[src/pmrs_pkg.sv]
package pmrs_pkg;

    // ************************************************************
    // Power modes
    // ************************************************************
    typedef enum logic [3:0] {
        PMRS_ACTIVE     = 4'h1,
        PMRS_IDLE       = 4'h2,
        PMRS_SLEEP      = 4'h4,
        PMRS_DEEP_SLEEP = 4'h8
    } pmrs_mode_e;

    // ************************************************************
    // Register map
    // ************************************************************
    localparam logic [3:0] PMRS_ADDR_CTRL      = 4'h0;
    localparam logic [3:0] PMRS_ADDR_IDLE_TO   = 4'h4;
    localparam logic [3:0] PMRS_ADDR_SLEEP_TO  = 4'h8;
    localparam logic [3:0] PMRS_ADDR_DEEP_TO   = 4'hC;
    localparam logic [3:0] PMRS_ADDR_STATUS    = 4'h1;
    localparam logic [3:0] PMRS_ADDR_WAKE_TO   = 4'h2;

    localparam int PMRS_CTRL_REG_EN_BIT   = 0;
    localparam int PMRS_CTRL_FORCE_BIT    = 1;
    localparam int PMRS_CTRL_LP_CONN_BIT  = 2;

    localparam logic [2:0]  PMRS_CTRL_RESET     = 3'h1;
    localparam logic [15:0] PMRS_TIMEOUT_RESET  = 16'h0100;
    localparam logic [15:0] PMRS_WAKE_TO_RESET  = 16'h0400;

    localparam int PMRS_SYNC_STAGES = 2;

    // ************************************************************
    // Grouped signals
    // ************************************************************
    typedef struct packed {
        logic tx_pd;
        logic rx_pd;
        logic pll_pd;
        logic pa_pd;
    } pmrs_rf_pd_s;

    typedef struct packed {
        logic       wr;
        logic       rd;
        logic [3:0] addr;
        logic [15:0] wdata;
    } pmrs_bus_s;

endpackage

[src/pmrs_sequencer.sv]
// Behaviour
// - Four modes: active, idle, sleep, deep sleep.
// - Inactivity timeout steps one mode lower.
// - Activity returns straight to active.
// - Deep sleep disables core regulator output.
// - Always-on logic wakes chip on events.
// - Regulator disable gated by firmware enable.
// - Separate TX, RX, PLL, PA power-downs.
// - Radio powered only during packet windows.
// - Low-power connection uses LPO, timed wake.
// - Requests from registers and packet handling.
// - External reset forces power-on state.
// - Unconnected reset pin reads deasserted.
//
// The implementer's own choices: strobed register access and the address map.
`timescale 1ns/1ps
module pmrs_sequencer #(
    parameter int TIMER_W = 16
) (
    input  wire logic               clk,
    input  wire logic               reset_n,
    input  wire logic               clk_en,
    input  wire logic               external_reset_n,
    input  wire logic               external_reset_n_connected,
    input  wire logic               user_activity,
    input  wire logic               pkt_tx_req,
    input  wire logic               pkt_rx_req,
    input  wire logic               pkt_sleep_req,
    input  wire pmrs_pkg::pmrs_bus_s bus,
    output logic [15:0]             rdata,
    output pmrs_pkg::pmrs_mode_e    power_mode,
    output logic                    core_regulator_output,
    output logic                    lpo_select,
    output pmrs_pkg::pmrs_rf_pd_s   rf_pd,
    output logic                    sys_reset_n
);
    import pmrs_pkg::*;

    // ************************************************************
    // Reset synchroniser
    // ************************************************************
    logic [PMRS_SYNC_STAGES-1:0] rst_sync_reg;
    logic                        ext_rst_pin;
    logic                        rst_n;

    // Pull-up model: an unconnected pin behaves as released
    assign ext_rst_pin = external_reset_n | ~external_reset_n_connected;

    // Assert at once, release only after two clean clocks
    always_ff @(posedge clk) begin
        if (!reset_n || !ext_rst_pin) begin
            rst_sync_reg <= '0;
        end else if (clk_en) begin
            rst_sync_reg <= {rst_sync_reg[PMRS_SYNC_STAGES-2:0], 1'b1};
        end
    end
    // Entry is combinational so no edge is lost while the pin is low
    assign rst_n = rst_sync_reg[PMRS_SYNC_STAGES-1] & reset_n & ext_rst_pin;

    always_ff @(posedge clk) begin
        if (!reset_n || !ext_rst_pin) begin
            sys_reset_n <= 1'b0;
        end else if (clk_en) begin
            sys_reset_n <= rst_sync_reg[PMRS_SYNC_STAGES-1];
        end
    end

    // ************************************************************
    // Registers
    // ************************************************************
    logic [2:0]         ctrl_reg;
    logic [TIMER_W-1:0] idle_to_reg;
    logic [TIMER_W-1:0] sleep_to_reg;
    logic [TIMER_W-1:0] deep_to_reg;
    logic [TIMER_W-1:0] wake_to_reg;
    logic               force_pulse;

    always_ff @(posedge clk) begin
        if (!rst_n) begin
            ctrl_reg     <= PMRS_CTRL_RESET;
            idle_to_reg  <= TIMER_W'(PMRS_TIMEOUT_RESET);
            sleep_to_reg <= TIMER_W'(PMRS_TIMEOUT_RESET);
            deep_to_reg  <= TIMER_W'(PMRS_TIMEOUT_RESET);
            wake_to_reg  <= TIMER_W'(PMRS_WAKE_TO_RESET);
        end else if (clk_en && bus.wr) begin
            unique case (bus.addr)
                PMRS_ADDR_CTRL:     ctrl_reg     <= bus.wdata[2:0];
                PMRS_ADDR_IDLE_TO:  idle_to_reg  <= bus.wdata[TIMER_W-1:0];
                PMRS_ADDR_SLEEP_TO: sleep_to_reg <= bus.wdata[TIMER_W-1:0];
                PMRS_ADDR_DEEP_TO:  deep_to_reg  <= bus.wdata[TIMER_W-1:0];
                PMRS_ADDR_WAKE_TO:  wake_to_reg  <= bus.wdata[TIMER_W-1:0];
                default: ;
            endcase
        end
    end
    // Force bit acts as a write-one trigger; its copy in ctrl_reg is unused and reads back as zero
    assign force_pulse = clk_en & bus.wr & (bus.addr == PMRS_ADDR_CTRL) & bus.wdata[PMRS_CTRL_FORCE_BIT];

    // ************************************************************
    // Mode sequencer
    // ************************************************************
    pmrs_mode_e         mode_reg;
    pmrs_mode_e         mode_next;
    logic [TIMER_W-1:0] idle_cnt_reg;
    logic [TIMER_W-1:0] limit;
    logic               timeout;
    logic               step_down;
    logic               wake_timer_hit;
    logic [TIMER_W-1:0] wake_cnt_reg;
    logic               lp_conn;

    assign lp_conn = ctrl_reg[PMRS_CTRL_LP_CONN_BIT];

    always_comb begin
        // Deep sleep has no lower mode, so its limit is never used
        limit = '1;
        unique case (mode_reg)
            PMRS_ACTIVE:     limit = idle_to_reg;
            PMRS_IDLE:       limit = sleep_to_reg;
            PMRS_SLEEP:      limit = deep_to_reg;
            PMRS_DEEP_SLEEP: limit = '1;
        endcase
    end

    assign timeout   = (idle_cnt_reg >= limit) && (mode_reg != PMRS_DEEP_SLEEP);
    assign step_down = timeout | force_pulse | pkt_sleep_req;
    assign wake_timer_hit = lp_conn && (mode_reg != PMRS_ACTIVE) && (wake_cnt_reg >= wake_to_reg);

    always_comb begin
        mode_next = mode_reg;
        if (user_activity || wake_timer_hit || pkt_tx_req || pkt_rx_req) begin
            mode_next = PMRS_ACTIVE;
        end else if (step_down) begin
            unique case (mode_reg)
                PMRS_ACTIVE:     mode_next = PMRS_IDLE;
                PMRS_IDLE:       mode_next = PMRS_SLEEP;
                PMRS_SLEEP:      mode_next = PMRS_DEEP_SLEEP;
                PMRS_DEEP_SLEEP: mode_next = PMRS_DEEP_SLEEP;
            endcase
        end
    end

    always_ff @(posedge clk) begin
        if (!rst_n) begin
            mode_reg <= PMRS_ACTIVE;
        end else if (clk_en) begin
            mode_reg <= mode_next;
        end
    end

    always_ff @(posedge clk) begin
        if (!rst_n) begin
            idle_cnt_reg <= '0;
        end else if (clk_en) begin
            if (user_activity || (mode_next != mode_reg)) begin
                idle_cnt_reg <= '0;
            end else if (idle_cnt_reg != '1) begin
                idle_cnt_reg <= idle_cnt_reg + 1'b1;
            end
        end
    end

    // Wake timer runs only while parked in a low mode
    always_ff @(posedge clk) begin
        if (!rst_n) begin
            wake_cnt_reg <= '0;
        end else if (clk_en) begin
            if (mode_next == PMRS_ACTIVE || !lp_conn) begin
                wake_cnt_reg <= '0;
            end else if (wake_cnt_reg != '1) begin
                wake_cnt_reg <= wake_cnt_reg + 1'b1;
            end
        end
    end

    // ************************************************************
    // Outputs
    // ************************************************************
    always_ff @(posedge clk) begin
        if (!rst_n) begin
            power_mode            <= PMRS_ACTIVE;
            core_regulator_output <= 1'b1;
            lpo_select            <= 1'b0;
        end else if (clk_en) begin
            power_mode <= mode_next;
            // Firmware may keep the regulator on even in deep sleep
            core_regulator_output <= !((mode_next == PMRS_DEEP_SLEEP) && ctrl_reg[PMRS_CTRL_REG_EN_BIT]);
            lpo_select <= lp_conn && (mode_next != PMRS_ACTIVE);
        end
    end

    always_ff @(posedge clk) begin
        if (!rst_n) begin
            rf_pd <= '{tx_pd: 1'b1, rx_pd: 1'b1, pll_pd: 1'b1, pa_pd: 1'b1};
        end else if (clk_en) begin
            rf_pd.tx_pd  <= !pkt_tx_req;
            rf_pd.pa_pd  <= !pkt_tx_req;
            rf_pd.rx_pd  <= !pkt_rx_req;
            rf_pd.pll_pd <= !(pkt_tx_req || pkt_rx_req);
        end
    end

    always_ff @(posedge clk) begin
        if (!rst_n) begin
            rdata <= '0;
        end else if (clk_en && bus.rd) begin
            unique case (bus.addr)
                PMRS_ADDR_CTRL:     rdata <= {13'h0, ctrl_reg & 3'h5};
                PMRS_ADDR_IDLE_TO:  rdata <= 16'(idle_to_reg);
                PMRS_ADDR_SLEEP_TO: rdata <= 16'(sleep_to_reg);
                PMRS_ADDR_DEEP_TO:  rdata <= 16'(deep_to_reg);
                PMRS_ADDR_WAKE_TO:  rdata <= 16'(wake_to_reg);
                PMRS_ADDR_STATUS:   rdata <= {10'h0, lpo_select, core_regulator_output, mode_reg};
                default:            rdata <= 16'h0000;
            endcase
        end
    end
endmodule

[config.mk]
export PLATFORM = sky130hd
export DESIGN_NAME = pmrs_sequencer
export DESIGN_NICKNAME = d
export VERILOG_FILES = /design/src/pmrs_pkg.sv /design/src/pmrs_sequencer.sv
export SDC_FILE = /design/constraint.sdc
export NUM_CORES = 1
export LEC_CHECK = 0
export ABC_AREA = 1
export BUFFER_PORTS_ARGS = -buffer_cell sky130_fd_sc_hd__buf_2
export CAP_MARGIN = 15
export CORE_MARGIN = 2
export CORE_UTILIZATION = 45
export DETAILED_ROUTE_END_ITERATION = 10
export SLEW_MARGIN = 20
export SYNTH_ARGS = -nofsm -noshare
export SYNTH_HDL_FRONTEND = slang
export SYNTH_SLANG_ARGS = --single-unit
[constraint.sdc]
create_clock -name clk -period 3.8 [get_ports clk]
set_input_delay 0.57 -clock clk [delete_from_list [all_inputs] [get_ports clk]]
set_output_delay 0.57 -clock clk [all_outputs]
set_load 0.01 [all_outputs]
=== Yosys cells after proc, flatten, opt, wreduce, memory -nomap -nowiden ===
Index checks and enable logic that the tools add are counted.

* $add $sub $neg: 2
* Order comparisons: 2
* Equal/unequal tests: 17
* Reductions and logical operators: 32
* Bitwise operators: 9
* Muxes and demuxes: 9

{| class="wikitable"
|+ Operators with widths
! operator !! count
|-
| $pmux W16 S6 || 1
|-
| $mux W16 || 4
|-
| $pmux W16 S4 || 1
|-
| $add A16 B1 Y16 const B || 2
|-
| $ge A16 B16 Y1 || 2
|-
| $ne A16 B16 Y1 const B || 2
|-
| $eq A4 B4 Y1 const B || 4
|-
| $reduce_and A2 Y1 || 7
|-
| $eq A4 B1 Y1 const B || 3
|-
| $pmux W4 S3 || 1
|-
| $eq A4 B2 Y1 const B || 2
|-
| $eq A4 B3 Y1 const B || 2
|-
| $mux W4 || 2
|-
| $ne A4 B1 Y1 const B || 2
|-
| $logic_and A1 B1 Y1 || 7
|-
| $logic_not A1 Y1 || 7
|-
| $logic_or A1 B1 Y1 || 7
|-
| $and A1 B1 Y1 || 5
|-
| $logic_not A4 Y1 || 1
|-
| $ne A4 B4 Y1 || 1
|-
| $ne A4 B4 Y1 const B || 1
|-
| $reduce_bool A2 Y1 || 2
|-
| $or A1 B1 Y1 || 3
|-
| $reduce_or A2 Y1 || 1
|-
| $not A1 Y1 || 1
|}

* Register bits: 127
* Word-level logic and storage cells: 87
* Input port bits: 31
* Output and inout port bits: 27

=== Longest topological paths before layout ===
* Depth after elaboration: 12
* Gate-level depth with buffers: 32
* Depth with buffers taken out: 31

=== Least setup slack after synthesis ===
Ideal clock, no wire load.

* Path kind: flip-flop to flip-flop
* Start point: reg, netlist name power_mode[2]
* End point: reg idle_cnt_reg[0]
* Data required time: 3685 ps
* Clock period less this slack: 3530 ps
* Cell stages (with the launch flop): 28
* Slack: 270 ps
* Path buffers: 2
* Arrival: 3415 ps
* Setup time: 115 ps
* Cells stage by stage: dfxtp_1 > inv_1 > nor3_2 > nor2_1 > inv_2 > nor2_2 > inv_2 > clkbuf_1 > o2111ai_1 > o21ai_0 > ha_1 > a21oi_1 > nand2_1 > nor2_1 > nand2_1 > nand2_1 > nand2_1 > nand2_2 > nand2_2 > nand2_1 > nand3_2 > nand2_1 > nand2_2 > nor2_8 > nand3_4 > buf_6 > a21oi_1 > nor2_1

{| class="wikitable"
|+ RTL lines
! item !! RTL line !! RTL
|-
| end signal, assigned || pmrs_sequencer.sv:158 || <nowiki>idle_cnt_reg <= idle_cnt_reg + 1'b1;</nowiki>
|-
| end, declared || pmrs_sequencer.sv:104 || <nowiki>logic [TIMER_W-1:0] idle_cnt_reg;</nowiki>
|}

==> out/qor.csv <==
metric,value,unit
H-tree levels,4,
"EDFF count, synth",0,
CTS hold repair buffers,0,
GR Overflow Total,0,
most common cell in the netlist,nand2_1,
syn_nets,1085,
Root Driver,clkbuf_16,
Die Area,16840,µm²
Initial Utilization,0.4647,
vias per cell,5.385,
max_cap viols,0,
crit end category,flip-flop,
Post-synth top cells,"nand2_1 (155), inv_1 (140), a21oi_1 (138)",
CP max stage delay,0.33,ns
number of global-route vias before repair,6445,
# DRC,0,
post-synthesis cell count,1020,
CP Launch Type,flip-flop,
core area,15310,µm²
CTS tree,done,
all-layer global routing usage,0.2567,
Reg2Reg Setup Slack,0.24,ns
setup_tns,0,ns
clk sinks,126,
Max-slew headroom,0.3736,
Die X,129.8,µm
synthesized flop and latch total,126,
Tmin final,3.555,ns
Final Hold Vio Count,0,
Syn. warnings,0,
pin count of the biggest net entering global routing,57,
I/O Buffers,57,
Hold WC Path Type,input pin to flip-flop,
Final Core Density,0.5636,
Starting DRT DRC Count,544,
Final Cell Area,8632,µm²
clock skew,0.008646,ns
Worst-Margin Slew,0.9386,ns
io pins,58,
Avg Inst Size Synth,6.977,µm²
setup ws final,0.2449,ns
Crit-path slowest cell,dfxtp_2,
status,finished clean,
drt total wl,21.44,mm
Post-DP Area,7677,µm²
leading area contributor after synthesis,dfxtp_1,
overall power,3.329,mW
Slew Limit Fails,0,
final RePlAce weighted congestion,0.8887,
Die Ht,129.8,µm
mapped cell area,7117,µm²
fin crit share,0.9355,
clock buffer depth,2,
critical-path maximum fanout,8,
Worst Hold Launch,pkt_rx_req,
Setup Viol. Count Final,0,
CP Data Required Time,4.11,ns
VDD IR max,0.3425,mV
Routed Antenna Nets,0,
first-pass GRT wire length,33.82,mm
dominant synthesized flop cell,dfxtp_1,
n_diodes,0,
Clock Latency Late Sink,0.42,ns
Critical Path AT,3.86,ns
"top cells by area, synth","dfxtp_1 (35%), a21oi_1 (9.7%), nand2_1 (8.2%), inv_1 (7.4%), o21ai_0 (6.4%)",
WHS Endpoint,rf_pd[2]$_SDFFE_PN1P_,
initial antenna violation count,0,
"FFs w/ async S/R, synth",0,
first drt pass iteration count,6,
HPWL Detailed,15.29,mm
nets,1156,
layout cells sized above 1,0.1741,
Netlist cell types,43,
"Clk pin slew, worst setup/hold paths",0.06,ns
setup slack at placement,0.07714,ns
power density cells,385.7,nW/µm²
worst reg2reg path depth,29,
via count,7076,
Site Rows,45,
CTS Buf Count,17,
RSZ-0062 raised after global routing,true,
Worst R2R Start,power_mode[0]$_SDFFE_PN1P_,
worst r2r dst,idle_cnt_reg[9]$_SDFFE_PN0P_,
Max Freq,0.2813,GHz
Hold Path Cell Cnt,2,
DR WL/cell,16.32,µm
Leakage,3.362,nW
WS Path Type,flip-flop to flip-flop,
Fillers,1507,
sequential share of the synthesized area,0.3544,
area delta synth->final,21.29,%
Synth top area share,0.3544,
[worst max-delay path by stage]
stage	startpoint	end	slack [ns]	cells past startpoint
final	power_mode[0]$_SDFFE_PN1P_	idle_cnt_reg[9]$_SDFFE_PN0P_	0.24	29
after CTS	power_mode[0]$_SDFFE_PN1P_	idle_cnt_reg[8]$_SDFFE_PN0P_	0.06	28
after floorplan	power_mode[2]$_SDFFE_PN0P_	idle_cnt_reg[0]$_SDFFE_PN0P_	0.27	27
after global placement	power_mode[2]$_SDFFE_PN0P_	idle_cnt_reg[8]$_SDFFE_PN0P_	0.14	28
after detailed placement	power_mode[3]$_SDFFE_PN0P_	idle_cnt_reg[8]$_SDFFE_PN0P_	0.08	27
after global routing	power_mode[0]$_SDFFE_PN1P_	idle_cnt_reg[4]$_SDFFE_PN0P_	-0.05	30
[area by class of cell]
type / instances / area, µm² / share of cell area
Multi-Input combinational cell: 696 / 3936 / 0.4560
Sequential cell: 126 / 2530 / 0.2931
Timing Repair Buffer: 100 / 669.4 / 0.07755
Inverter: 150 / 573.1 / 0.06639
Clock buffer: 19 / 442.9 / 0.05131
Tap cell: 211 / 264.0 / 0.03058
Clock inverter: 12 / 216.5 / 0.02508
[per-stage QoR]
step	cells	hold WS (ns)
2_1_floorplan	1020	0.4407
3_3_place_gp	1268	0.4546
3_5_place_dp	1268	0.4534
4_1_cts	1299	0.3880
5_1_grt	1314	0.4084
6_report	1314	0.3984
[cell families (layout without fill, tap and decap cells)]
logic type               after synthesis  in the layout  share of synthesized area
AO/OA/AOI/OAI                        285            285                     0.2180
adder cells (fa/ha/maj)               34             34                    0.05978
XOR/XNOR                              22             22                    0.02708
AND/OR/NAND/NOR                      355            355                     0.2319
flip-flops                           126            126                     0.3544
buffers and inverters                198            281                     0.1088
[report_power, final]
part / switching (mW) / total (mW) / internal [mW]
Clock: 0.617 / 1.86 / 1.24
Sequential: 0.00276 / 1.33 / 1.32
Combinational: 0.101 / 0.146 / 0.0449
Total: 0.721 / 3.33 / 2.61
[cells in the final DEF (no fill, tap or decap), drive strengths merged]
master,Yosys,layout
a211oi,2,2
a21o,2,2
a21oi,140,140
a31oi,1,1
and2,1,1
and3,1,1
buf,15,99
bufinv,0,6
clkbuf,33,20
clkinv,3,9
clkinvlp,0,1
dfxtp,126,126
ha,34,34
inv,147,146
nand2,160,160
nand3,71,71
nand4,23,23
nor2,71,71
nor3,21,21
nor4,4,4
nor4b,1,1
o2111ai,11,11
o211ai,3,3
o21a,1,1
o21ai,93,93
o221ai,5,5
o22ai,25,25
o31ai,2,2
or2,2,2
xnor2,2,2
xor2,20,20
[metal layers]
metal	vias to the layer above	track usage	part of all wire
met4	0	0.06009	0.011
met3	18	0.05002	0.049
met5	-	0	0
met2	197	0.4216	0.48
li1	3570	-	-
met1	3291	0.3504	0.46
[critical path: cells and delay by family (launching register included)]
family                   cells  cell delay (ns)
AND/OR/NAND/NOR             18             1.70
buffers and inverters        8             0.97
flip-flops                   1             0.33
AO/OA/AOI/OAI                2             0.17
adder cells (fa/ha/maj)      1             0.29
[repair_timing]
action	4_1_cts	5_1_grt
setup endpoints to repair	0	34
resized for setup	0	52
buffers inserted	0	14
Power figures use the tool's default switching activity.
